**config.mk**
```make
export PLATFORM = sky130hd
export DESIGN_NAME = dcc_top
export DESIGN_NICKNAME = d
export VERILOG_FILES = /design/src/hdl/dcc_pkg.sv /design/src/hdl/dcc_top.sv
export VERILOG_INCLUDE_DIRS = /design/src /design/src/hdl
export SDC_FILE = /design/constraint.sdc
export NUM_CORES = 1
export LEC_CHECK = 0
export ABC_AREA = 1
export BUFFER_PORTS_ARGS = -buffer_cell sky130_fd_sc_hd__buf_2
export CELL_PAD_IN_SITES_DETAIL_PLACEMENT = 2
export CELL_PAD_IN_SITES_GLOBAL_PLACEMENT = 2
export CORE_MARGIN = 4
export CORE_UTILIZATION = 36
export CTS_BUF_LIST = sky130_fd_sc_hd__clkbuf_2 sky130_fd_sc_hd__clkbuf_4 sky130_fd_sc_hd__clkbuf_8
export DETAILED_ROUTE_END_ITERATION = 7
export PLACE_DENSITY_LB_ADDON = 0.1
export SYNTH_ARGS = -nofsm -noshare
export SYNTH_HDL_FRONTEND = slang
export SYNTH_SLANG_ARGS = --single-unit
```
**constraint.sdc**
```tcl
create_clock -name i_core_clk -period 7.3 [get_ports i_core_clk]
set_input_delay 2.19 -clock i_core_clk [delete_from_list [all_inputs] [get_ports i_core_clk]]
set_output_delay 2.19 -clock i_core_clk [all_outputs]
set_load 0.05 [all_outputs]
```
**src/hdl/dcc_map.svh**
```systemverilog
// Constants of the six-channel DMA channel control block
//
// Overview of operation
// RQ1 - Six channels, each with its own readable and writable control register.
// RQ2 - Reset clears every bit of every channel control register.
// RQ3 - Enable starts a block in enable mode; request modes only arm the channel.
// RQ4 - Enable clears itself at transfer end only in auto-clearing modes.
// RQ5 - Software clearing enable mid-transfer stops after the word in flight lands.
// RQ6 - With interrupt enable, block end after counter reload raises interrupt.
// RQ7 - With interrupt enable, software stopping an active transfer raises interrupt.
// RQ8 - Raised interrupt holds until that channel's service; nothing else clears it.
// RQ9 - Service software should clear interrupt enable first in its routine.
// RQ10 - Interrupt enable low means the channel never raises an interrupt.
// RQ11 - Code 000: request-started block, ends at counter reload, clears enable.
// RQ12 - Code 001: one word per request, ends at counter reload, clears enable.
// RQ13 - Code 010: one line per request, ends at counter reload, clears enable.
// RQ14 - Code 011: enable alone starts block, ends at reload, clears enable.
// RQ15 - Code 100: first request starts block; enable stays, waits for requests.
// RQ16 - Code 101: one word per request, reloads, never clears enable.
// RQ17 - Codes 100 and 101 give no end-of-block interrupt.
// RQ18 - Software must not program codes 110 or 111; no transfer starts then.
// RQ19 - Pending channels compete by two-bit priority for the next word.
// RQ20 - Word modes 001 and 101 accept a second request during the first.
`ifndef DCC_MAP_SVH
`define DCC_MAP_SVH

`define DCC_NCH 6
`define DCC_CTL_W 24
`define DCC_CTL_RESET 24'h00_0000
`define DCC_CTL_BASE 5'h00
`define DCC_CTL_STRIDE 5'h04
`define DCC_EN_BIT 23
`define DCC_IRQ_EN_BIT 22
`define DCC_KIND_LSB 19
`define DCC_PRIO_LSB 17
`define DCC_BUS_DATA_W 32

`endif

```
**src/hdl/dcc_pkg.sv**
```systemverilog
// Types of the six-channel DMA channel control block
package dcc_pkg;

	typedef enum logic [2:0] {
		KIND_BLK_REQ = 3'h0,
		KIND_WORD_REQ = 3'h1,
		KIND_LINE_REQ = 3'h2,
		KIND_BLK_EN = 3'h3,
		KIND_BLK_HOLD = 3'h4,
		KIND_WORD_HOLD = 3'h5,
		KIND_RSVD6 = 3'h6,
		KIND_RSVD7 = 3'h7
	} dcc_kind_e;

	typedef struct packed {
		logic channel_enable;
		logic completion_irq_enable;
		dcc_kind_e transfer_kind_select;
		logic [1:0] channel_priority;
		logic continuous_hold;
		logic [4:0] request_source_select;
		logic [10:0] other_fields;
	} dcc_ctl_s;

	typedef enum logic {
		BUS_IDLE = 1'b0,
		BUS_ACK = 1'b1
	} dcc_bus_e;

endpackage : dcc_pkg

```
**src/hdl/dcc_top.sv**
```systemverilog
// Six-channel DMA channel control: registers, triggers, stop, interrupts, arbitration
//
// Chosen here: the Avalon-MM register port and the register offsets.
`timescale 1ns/1ps
`include "dcc_map.svh"
module dcc_top
	import dcc_pkg::*;
(
	input wire logic i_core_clk,
	input wire logic i_nrst,
	input wire logic i_clk_en,
	input wire logic [4:0] i_avs_address,
	input wire logic i_avs_read,
	input wire logic i_avs_write,
	input wire logic [31:0] i_avs_writedata,
	input wire logic [3:0] i_avs_byteenable,
	output logic [31:0] o_avs_readdata,
	output logic o_avs_waitrequest,
	input wire logic [`DCC_NCH-1:0] i_req,
	input wire logic [`DCC_NCH-1:0] i_word_done,
	input wire logic [`DCC_NCH-1:0] i_line_last,
	input wire logic [`DCC_NCH-1:0] i_block_done,
	input wire logic [`DCC_NCH-1:0] i_irq_ack,
	output logic [`DCC_NCH-1:0] o_grant,
	output logic [`DCC_NCH-1:0] o_busy,
	output logic [`DCC_NCH-1:0] o_irq
);

	// Highest priority wins; ties go to the lowest channel number
	function automatic logic [`DCC_NCH-1:0] pick_winner(
		input logic [`DCC_NCH-1:0] want,
		input logic [2*`DCC_NCH-1:0] prios
	);
		logic [`DCC_NCH-1:0] win;
		logic [1:0] best;
		logic found;
		win = '0;
		best = 2'h0;
		found = 1'b0;
		for (int i = 0; i < `DCC_NCH; i++) begin
			if (want[i] && (!found || prios[2*i +: 2] > best)) begin
				win = `DCC_NCH'(1 << i);
				best = prios[2*i +: 2];
				found = 1'b1;
			end
		end
		return win;
	endfunction : pick_winner

	// Byte-lane merge; only the low three lanes hold register bits
	function automatic logic [`DCC_CTL_W-1:0] lane_merge(
		input logic [`DCC_CTL_W-1:0] old,
		input logic [31:0] data,
		input logic [3:0] be
	);
		logic [`DCC_CTL_W-1:0] res;
		res = old;
		for (int b = 0; b < 3; b++) begin
			if (be[b]) begin
				res[8*b +: 8] = data[8*b +: 8];
			end
		end
		return res;
	endfunction : lane_merge

	// Modes whose enable clears itself at block end
	function automatic logic auto_clears(input dcc_kind_e k);
		return (k == KIND_BLK_REQ) || (k == KIND_WORD_REQ) ||
			(k == KIND_LINE_REQ) || (k == KIND_BLK_EN);
	endfunction : auto_clears

	// Modes that move one word per request
	function automatic logic per_word(input dcc_kind_e k);
		return (k == KIND_WORD_REQ) || (k == KIND_WORD_HOLD);
	endfunction : per_word

	dcc_bus_e bus_reg, bus_next;
	logic wait_reg, wait_next;
	logic [31:0] rdata_reg, rdata_next;
	dcc_ctl_s ctl_reg [`DCC_NCH];
	dcc_ctl_s ctl_next [`DCC_NCH];
	logic [`DCC_NCH-1:0] pend_reg, pend_next;
	logic [`DCC_NCH-1:0] req2_reg, req2_next;
	logic [`DCC_NCH-1:0] stop_reg, stop_next;
	logic [`DCC_NCH-1:0] irq_reg, irq_next;
	logic [`DCC_NCH-1:0] grant_reg, grant_next;
	logic [2:0] idx;
	logic idx_ok;
	logic wr_fire;
	logic [2*`DCC_NCH-1:0] prio_vec;

	assign idx = i_avs_address[4:2];
	assign idx_ok = idx < 3'(`DCC_NCH);
	// Write lands only at the edge where waitrequest is seen low
	assign wr_fire = (bus_reg == BUS_ACK) && i_avs_write && idx_ok;

	// Bus slave: one wait state, read data captured with the ack
	always_comb begin
		bus_next = bus_reg;
		rdata_next = rdata_reg;
		case (bus_reg)
			BUS_IDLE: begin
				if (i_avs_read || i_avs_write) begin
					bus_next = BUS_ACK;
					rdata_next = 32'h0000_0000;
					if (i_avs_read && idx_ok) begin
						rdata_next = {8'h00, ctl_reg[idx]}; // [RQ1]
					end
				end
			end
			BUS_ACK: bus_next = BUS_IDLE;
			default: bus_next = BUS_IDLE;
		endcase
		wait_next = (bus_next != BUS_ACK);
	end

	always_ff @(posedge i_core_clk or negedge i_nrst) begin
		if (!i_nrst) begin
			bus_reg <= BUS_IDLE;
			wait_reg <= 1'b1;
			rdata_reg <= 32'h0000_0000;
		end else if (i_clk_en) begin
			bus_reg <= bus_next;
			wait_reg <= wait_next;
			rdata_reg <= rdata_next;
		end
	end

	assign o_avs_readdata = rdata_reg;
	assign o_avs_waitrequest = wait_reg;

	// Per-channel control; later statements override earlier ones
	always_comb begin
		logic busy;
		logic wdone;
		logic bdone;
		logic irq_set;
		dcc_ctl_s wr_val;
		busy = 1'b0;
		wdone = 1'b0;
		bdone = 1'b0;
		irq_set = 1'b0;
		wr_val = '0;
		prio_vec = '0;
		for (int c = 0; c < `DCC_NCH; c++) begin
			ctl_next[c] = ctl_reg[c];
			pend_next[c] = pend_reg[c];
			req2_next[c] = req2_reg[c];
			stop_next[c] = stop_reg[c];
			busy = pend_reg[c] || grant_reg[c];
			wdone = i_word_done[c] && grant_reg[c];
			bdone = i_block_done[c] && busy;
			irq_set = 1'b0;
			// Arm or start; reserved codes start nothing
			if (ctl_reg[c].channel_enable && !pend_reg[c] && !stop_reg[c]) begin
				case (ctl_reg[c].transfer_kind_select)
					KIND_BLK_REQ, KIND_WORD_REQ, KIND_LINE_REQ,
					KIND_BLK_HOLD, KIND_WORD_HOLD: begin
						pend_next[c] = i_req[c]; // [RQ3] [RQ11] [RQ15]
					end
					KIND_BLK_EN: pend_next[c] = 1'b1; // [RQ3] [RQ14]
					default: pend_next[c] = 1'b0; // [RQ18]
				endcase
			end
			// A request during a word is remembered, not dropped
			if (per_word(ctl_reg[c].transfer_kind_select) && pend_reg[c] &&
				i_req[c]) begin
				req2_next[c] = 1'b1; // [RQ20]
			end
			if (wdone && per_word(ctl_reg[c].transfer_kind_select)) begin
				pend_next[c] = req2_reg[c] || i_req[c]; // [RQ12] [RQ16] [RQ20]
				req2_next[c] = 1'b0;
			end
			if (wdone && ctl_reg[c].transfer_kind_select == KIND_LINE_REQ &&
				i_line_last[c]) begin
				pend_next[c] = 1'b0; // [RQ13]
			end
			// Block end: counter reloaded outside, pulse marks it
			if (bdone) begin
				if (ctl_reg[c].transfer_kind_select != KIND_WORD_HOLD) begin
					pend_next[c] = 1'b0;
					req2_next[c] = 1'b0;
				end
				if (auto_clears(ctl_reg[c].transfer_kind_select)) begin
					ctl_next[c].channel_enable = 1'b0; // [RQ4] [RQ11] [RQ12]
					irq_set = ctl_reg[c].completion_irq_enable; // [RQ6] [RQ17]
				end
			end
			// Pending stop completes once the word in flight is stored
			if (stop_reg[c] && (wdone || !grant_reg[c])) begin
				stop_next[c] = 1'b0; // [RQ5]
				irq_set = irq_set || ctl_reg[c].completion_irq_enable; // [RQ7]
			end
			// Software write: written bytes override hardware changes
			if (wr_fire && idx == 3'(c)) begin
				wr_val = dcc_ctl_s'(lane_merge(ctl_next[c], i_avs_writedata,
					i_avs_byteenable));
				ctl_next[c] = wr_val; // [RQ1]
				if (ctl_reg[c].channel_enable && !wr_val.channel_enable &&
					busy) begin
					pend_next[c] = 1'b0;
					req2_next[c] = 1'b0;
					if (grant_reg[c] && !wdone) begin
						stop_next[c] = 1'b1; // [RQ5]
					end else begin
						irq_set = irq_set || wr_val.completion_irq_enable; // [RQ7]
					end
				end
			end
			// Set wins over service in the same cycle
			irq_next[c] = (irq_reg[c] && !i_irq_ack[c]) || irq_set; // [RQ8] [RQ10]
			prio_vec[2*c +: 2] = ctl_reg[c].channel_priority;
		end
		// One word in flight at a time over the shared datapath
		if (grant_reg != '0) begin
			grant_next = ((grant_reg & i_word_done) != '0) ? '0 : grant_reg; // [RQ5]
		end else begin
			grant_next = pick_winner(pend_next & ~stop_next, prio_vec); // [RQ19]
		end
	end

	// Registers; reset clears every control bit
	always_ff @(posedge i_core_clk or negedge i_nrst) begin
		if (!i_nrst) begin
			for (int c = 0; c < `DCC_NCH; c++) begin
				ctl_reg[c] <= dcc_ctl_s'(`DCC_CTL_RESET); // [RQ2]
			end
			pend_reg <= '0;
			req2_reg <= '0;
			stop_reg <= '0;
			irq_reg <= '0;
			grant_reg <= '0;
		end else if (i_clk_en) begin
			for (int c = 0; c < `DCC_NCH; c++) begin
				ctl_reg[c] <= ctl_next[c];
			end
			pend_reg <= pend_next;
			req2_reg <= req2_next;
			stop_reg <= stop_next;
			irq_reg <= irq_next;
			grant_reg <= grant_next;
		end
	end

	assign o_grant = grant_reg;
	assign o_busy = pend_reg;
	assign o_irq = irq_reg;

	for (genvar g = 0; g < `DCC_NCH; g++) begin : g_chk

	end
endmodule : dcc_top

```
# ---- Word level (Yosys, flattened, before mapping)
# Cells that the tools add are included.
dict set report op_classes {
  order_cmp 7
  n_eq_ne 48
  muxes 220
  bitwise 6
  reduce_logical 246
}
# operator n
set ops {}
lappend ops {{$mux 24} 9}
lappend ops {{$mux 8} 24}
lappend ops {{$mux 1} 162}
lappend ops {{$logic_and 1x1->1} 98}
lappend ops {{$bmux 24 s3} 1}
lappend ops {{$logic_or 1x1->1} 66}
lappend ops {{$reduce_and 3->1} 19}
lappend ops {{$eq 3x2->1 const B} 14}
lappend ops {{$eq 3x3->1 const B} 14}
lappend ops {{$mux 6} 7}
lappend ops {{$logic_not 1->1} 41}
lappend ops {{$reduce_or 5->1} 6}
lappend ops {{$eq 3x1->1 const B} 7}
lappend ops {{$logic_not 3->1} 7}
lappend ops {{$mux 2} 10}
lappend ops {{$ne 3x3->1 const B} 6}
lappend ops {{$pmux 1 s2} 7}
lappend ops {{$reduce_and 2->1} 7}
lappend ops {{$and 6x6->6} 2}
lappend ops {{$ne 2x2->1 const B} 6}
lappend ops {{$reduce_bool 6->1} 2}
lappend ops {{$gt 2x2->1} 5}
lappend ops {{$not 6->6} 1}
lappend ops {{$ge 4x4->1 const B} 1}
lappend ops {{other kinds (4)} 5}
dict set report word_totals {
  reg_bits 208
  output_inout_bits 51
}

# ---- Depth between registers and ports, before layout
dict set report depth {
  depth_word 42
  ltp_mapped 52
  depth_no_buf 52
}

# ---- Worst setup path after synthesis
# OpenSTA, ideal clock, no wires.
dict set report synth_path {
  path_type {in2reg}
  startpoint {input port i_word_done[0]}
  endpoint {register grant_reg[3] (netlist: o_grant[3])}
  arrival_ns 7.228
  required_time_ns 7.234
  slack_ns 0.005
  stages 49
  n_path_buf 0
  cell_sequence {nand2_1 -> nor2_1 -> nor2_1 -> o21ai_0 -> nand3_1 -> nor2_2 -> nand2_2 -> inv_1 -> nand2_1 -> ha_1 -> inv_1 -> nor2_1 -> o21ai_0 -> nand3_1 -> nand2_1 -> nand2_1 -> nand2_1 -> ha_1 -> (+13 left out) -> and2_1 -> ha_1 -> inv_1 -> nor2_1 -> o21ai_0 -> nand2_1 -> nand2_1 -> clkinv_1 -> nand2_1 -> nand2_1 -> ha_1 -> inv_1 -> nor2_1 -> o21ai_0 -> nand2_1 -> nand2_1 -> nand3_1 -> nand2_1}
}
dict set report synth_via {
  elab_chain_len 36
  elab_cells_between_ends 69
  cone_classes {order compare (5); eq/ne (1); mux (35); bitwise (3); reduce/logical (25)}
}
# element line
set synth_lines {}
lappend synth_lines {{start, declared} dcc_top.sv:20} ;# input wire logic [`DCC_NCH-1:0] i_word_done,
lappend synth_lines {{$logic_and 1x1->1} dcc_top.sv:151} ;# wdone = i_word_done[c] && grant_reg[c];
lappend synth_lines {{$logic_and 1x1->1, or another cell as far along} dcc_top.sv:170} ;# if (wdone && per_word(ctl_reg[c].transfer_kind_select)) begin
lappend synth_lines {{$mux 1, or another cell as far along} dcc_top.sv:170}
lappend synth_lines {{$mux 1, on equally long branches} {dcc_top.sv:174, dcc_top.sv:190}}
lappend synth_lines {{$mux 1, on equally long branches} {dcc_top.sv:180, dcc_top.sv:203}}
lappend synth_lines {{$mux 1, on equally long branches} {dcc_top.sv:179, dcc_top.sv:199}}
lappend synth_lines {{$mux 1, on equally long branches} {dcc_top.sv:199, dcc_top.sv:195}}
lappend synth_lines {{$mux 1 / $not 6->6 (equally long branches)} {dcc_top.sv:195, dcc_top.sv:218}}
lappend synth_lines {{(+20 left out)} -}
lappend synth_lines {{$logic_and 1x1->1} dcc_top.sv:41} ;# if (want[i] && (!found || prios[2*i +: 2] > best)) begin
lappend synth_lines {{$mux 2 / $mux 1 (equally long branches)} dcc_top.sv:41}
lappend synth_lines {{$mux 2 / $mux 1 (equally long branches)} dcc_top.sv:215} ;# if (grant_reg != '0) begin
lappend synth_lines {{$gt 2x2->1 / $logic_not 1->1 (equally long branches)} dcc_top.sv:41}
lappend synth_lines {{$logic_or 1x1->1} dcc_top.sv:41}
lappend synth_lines {{$logic_and 1x1->1} dcc_top.sv:41}
lappend synth_lines {{$mux 6} dcc_top.sv:41}
lappend synth_lines {{$mux 6} dcc_top.sv:215}
lappend synth_lines {{end signal, assigned} dcc_top.sv:241} ;# grant_reg <= grant_next;
lappend synth_lines {{end, declared} dcc_top.sv:86} ;# logic [`DCC_NCH-1:0] grant_reg, grant_next;
# Several ways; a longest one is shown, not always the timed one. The select of a mux whose other input is x is not followed.
# A chain may end at the register's enable or synchronous reset.

# ---- Worst setup path in the final report
dict set report layout_path {
  startpoint {input port i_avs_write}
  endpoint {register grant_reg[3] (netlist: o_grant[3])}
}
dict set report layout_via {
  elab_chain_len 33
  elab_cells_between_ends 67
  cone_classes {order compare (5); mux (37); bitwise (2); reduce/logical (23)}
}
# element line
set layout_lines {}
lappend layout_lines {{start, declared} dcc_top.sv:14} ;# input wire logic i_avs_write,
lappend layout_lines {{$logic_and 1x1->1 * (2 in a row)} dcc_top.sv:95} ;# assign wr_fire = (bus_reg == BUS_ACK) && i_avs_write && idx_ok;
lappend layout_lines {{$logic_and 1x1->1} dcc_top.sv:195} ;# if (wr_fire && idx == 3'(c)) begin
lappend layout_lines {{$mux 1} dcc_top.sv:195}
lappend layout_lines {{$not 6->6} dcc_top.sv:218} ;# grant_next = pick_winner(pend_next & ~stop_next, prio_vec);
lappend layout_lines {{$and 6x6->6 *} dcc_top.sv:218}
lappend layout_lines {{$mux 2 / $mux 1 (equally long branches)} dcc_top.sv:41}
lappend layout_lines {{$mux 2 / $mux 1 (equally long branches)} dcc_top.sv:215}
lappend layout_lines {{$gt 2x2->1 / $logic_not 1->1 (equally long branches)} dcc_top.sv:41}
lappend layout_lines {{(+16 left out)} -}
lappend layout_lines {{$logic_and 1x1->1} dcc_top.sv:41}
lappend layout_lines {{$mux 2 / $mux 1 (equally long branches)} dcc_top.sv:41}
lappend layout_lines {{$mux 2 / $mux 1 (equally long branches)} dcc_top.sv:215}
lappend layout_lines {{$gt 2x2->1 / $logic_not 1->1 (equally long branches)} dcc_top.sv:41}
lappend layout_lines {{$logic_or 1x1->1} dcc_top.sv:41}
lappend layout_lines {{$logic_and 1x1->1} dcc_top.sv:41}
lappend layout_lines {{$mux 6 *} dcc_top.sv:41}
lappend layout_lines {{$mux 6 *} dcc_top.sv:215}
# Every way passes the cells marked *; elsewhere a longest branch is shown, timed or not. The select of a mux whose other input is x is not followed.

==> metrics.md <==
| Metric | Value |
|---|---|
| Placed cells | `1,736` |
| Vias per inst | `5.55` |
| CTS buffer count | `17` |
| Cell Count, Final, Fillers Out | `1,794` |
| Post-route ant nets | `0` |
| Share of cells above drive strength 1 | `0.230` |
| First-pass GRT wire length | `64,200 µm` |
| Util after Layout | `0.455` |
| Largest delay contributor family on the critical path | `simple AND/OR/NAND/NOR gates` |
| Vias in the first global route | `11,100` |
| Avg WL per Cell | `23.7 µm` |
| Worst Tran Pin Value | `1100 ps` |
| Core area | `27,100 µm²` |
| I/O Pins | `127` |
| ANT cells | `0` |
| TritonCTS clock tree | `built` |
| Reg2reg setup slack | `780 ps` |
| Worst VDD drop | `0.147 mV` |
| Post-route setup slack | `-273 ps` |
| Post-Syn Instances | `1,242` |
| Worst Hold End | `o_irq[5]$_DFFE_PN0P_` |
| Reg2Reg Launch Point | `ctl_reg[140]$_DFFE_PN0P_` |
| Worst Path Buf+Inv | `8` |
| CTS root buf | `clkbuf_8` |
| CP Class | `input port to register` |
| Clock transition at path regs | `110 ps` |
| Global placer's final weighted congestion | `0.841` |
| PortBufs | `107` |
| Total power | `4.14 mW` |
| Power per standard cell area | `336 nW/µm²` |
| Worst setup EP type | `register` |
| RSZ-0062 raised after global routing | `yes` |
| WP data required | `7730 ps` |
| Critical path fanouts, max | `4` |
| Finish-stage setup viols | `6` |
| Initial Util | `0.368` |
| Worst hold-check path type | `register to register` |
| Area of the mapped netlist | `9960 µm²` |
| Status | `complete, but fails checks` |
| Num rows | `60` |
| Max cap viols | `0` |
| Crit Reg-Reg Endpoint | `o_grant[3]$_DFFE_PN0P_` |
| Pins over their slew limit | `0` |
| Slowest cell delay on critical path | `290 ps` |
| Max Clock Skew | `22.1 ps` |
| H-tree Lvls | `4` |
| Die area | `30,400 µm²` |
| Layout net count | `1,495` |
| Unique masters post-synth | `45` |
| Max reg flops | `144` |
| Area Growth Syn to Fin | `23.7%` |
| Total track usage | `0.267` |
| Hold Crit Depth | `2` |
| Worst Path Arrival | `8000 ps` |
| Achievable Freq | `0.132 GHz` |
| Maximum number of pins on one net before global-route repair | `97` |
| CTS Buffer Depth | `2` |
| Leakage power | `5.92 nW` |
| Warnings, synthesis | `0` |
| DR iter-0 viols | `604` |
| Max-slew headroom | `0.266` |
| R2R depth | `52` |
| Part of the cycle the worst path needs | `1.04` |
| Sequential-to-total area share from yosys stat | `0.502` |
| Failing checks | `negative setup slack` |
| # clock sinks | `200` |
| Antenna violations before repair | `0` |
| Seq cells post-synth | `200` |
| Vias | `9,954` |
| Hold Crit Start | `o_irq[5]$_DFFE_PN0P_` |
| Clock latency on the worst-skew pair | `510 ps` |
| Die width | `174 µm` |
| Slowest stage cell, crit path | `ha_1` |
| Hold Fails Final Rpt | `0` |
| Syn avg cell area | `8.02 µm²` |
| First drt pass iteration count | `5` |
| Vert. Die Dim | `174 µm` |
| Sum Neg Setup Slack | `-1250 ps` |
| DRC Markers | `0` |
| HPWL Detailed | `26,300 µm` |
| Drt total wl | `42,500 µm` |
| Global route overflow | `0` |
| Crit start category | `input port` |
| Tmin final | `7570 ps` |
## worst max path at each step
stage	from	endpoint	slack, ps	depth (start not counted)
after floorplan	i_word_done[0]	o_grant[3]$_DFFE_PN0P_	5	49
after global placement	i_avs_write	o_grant[3]$_DFFE_PN0P_	-980	54
after detailed placement	i_avs_write	o_grant[3]$_DFFE_PN0P_	-1340	54
after CTS	i_avs_write	o_grant[2]$_DFFE_PN0P_	-6	52
after global routing	i_avs_write	o_grant[3]$_DFFE_PN0P_	-430	52
final	i_avs_write	o_grant[3]$_DFFE_PN0P_	-270	52
## report_power, final
part	switching (mW)	internal, mW
Clock	0.511	0.272
Combinational	1.18	0.718
Sequential	0.168	1.29
Total	1.86	2.28
## metal layers
| layer | global-route usage | wire, µm |
|---|---|---|
| met1 | 0.331 | 17800 |
| met2 | 0.468 | 21400 |
| met3 | 0.0396 | 1730 |
| met4 | 0.108 | 1550 |
| met5 | 0 | 0 |
## logic make-up (layout without fill, tap and decap cells)
logic type,after synthesis,count (layout),synth area share
AO/OA/AOI/OAI,335,335,0.199
adder cells (fa/ha/maj),10,10,0.0126
buffers and inverters,180,353,0.0713
flip-flops,200,200,0.502
multiplexers,2,2,0.00201
other,1,8,0.000376
AND/OR/NAND/NOR,514,514,0.212
## what timing repair did
| action | CTS | global route |
|---|---|---|
| endpoints found under the setup margin | 6 | 6 |
| hold buffers | 0 | 0 |
| pin swaps | 44 | 49 |
| resized for setup | 60 | 56 |
| setup buffers | 22 | 6 |
## worst reg2reg max path: cells and delay by family, from the launching register on
| kind | cells | cell delay [ps] |
|---|---|---|
| AND/OR/NAND/NOR | 32 | 3160 |
| adder cells (fa/ha/maj) | 5 | 1410 |
| AO/OA/AOI/OAI | 6 | 570 |
| flip-flops | 1 | 490 |
| buffers and inverters | 9 | 840 |
## per-stage QoR
stage	setup WS (ps)	hold slack [ps]	cell area (µm²)
6_report	-273	498	12300
3_3_place_gp	-984	462	11300
4_1_cts	-5.83	505	12100
2_1_floorplan	5.21	453	9990
3_5_place_dp	-1340	473	11300
5_1_grt	-429	527	12300
## area by class of cell
cell class,count,area [µm²]
Tap cell,372,465
Clock buffer,18,241
Inverter,123,477
Sequential cell,200,5010
Timing Repair Buffer,198,1270
Fill cell,3071,14800
Clock inverter,14,185
Multi-Input combinational cell,869,4680
## cell usage in the layout (no fill, tap or decap), types with 4 or more instances in the layout
cell type / instances
nand2_1: 315
dfrtp_1: 199
o21ai_0: 194
inv_1: 109
buf_2: 102
buf_4: 87
nor2_1: 64
nand3_1: 51
a22oi_1: 35
a21oi_1: 25
nand2_2: 25
clkbuf_8: 18
a22o_1: 14
nand2_4: 11
o211ai_1: 11
nor2_4: 10
a32o_1: 10
nand3_2: 9
nand4_1: 8
inv_2: 8
conb_1: 8
nor3_1: 7
o22ai_1: 7
ha_4: 7
clkinv_8: 7
buf_6: 7
nor2_2: 6
inv_4: 6
a211oi_1: 6
o21ai_1: 5
o21ai_2: 5
inv_6: 5
a41oi_1: 4
## synth_stat cells
master,instances,area (µm²)
buf_1,1,3.75
a211oi_1,6,45.0
a22oi_1,35,263
a2111oi_0,3,26.3
o21ai_1,5,25.0
buf_2,4,20.0
a21oi_2,1,8.76
mux2i_1,2,20.0
nor3_1,7,35.0
o31ai_1,2,15.0
a31oi_1,2,12.5
nand3_1,62,310
inv_1,115,432
o21ai_0,200,1000
clkinv_1,1,3.75
o41ai_1,3,26.3
or2_2,1,6.26
o221ai_1,2,17.5
dfrtp_1,199,4980
ha_1,10,125
a21oi_1,26,130
a41oi_1,4,35.0
nand2_1,343,1290
a21boi_1,1,7.51
buf_4,8,60.1
dfstp_2,1,26.3
nor4_1,1,6.26
a32o_1,10,100
nand3b_1,1,7.51
a22o_1,14,123
nor2_4,1,11.3
conb_1,1,3.75
o22ai_1,7,43.8
nand3_4,1,17.5
nand4_1,8,50.1
clkbuf_1,44,165
nand2_4,1,11.3
and2_1,2,12.5
o2111ai_1,1,8.76
nand2_2,7,43.8
o21a_1,2,15.0
inv_2,7,26.3
nor2_2,7,43.8
o211ai_1,11,82.6
nor2_1,72,270
No activity file was read; power rests on OpenSTA's default activity.
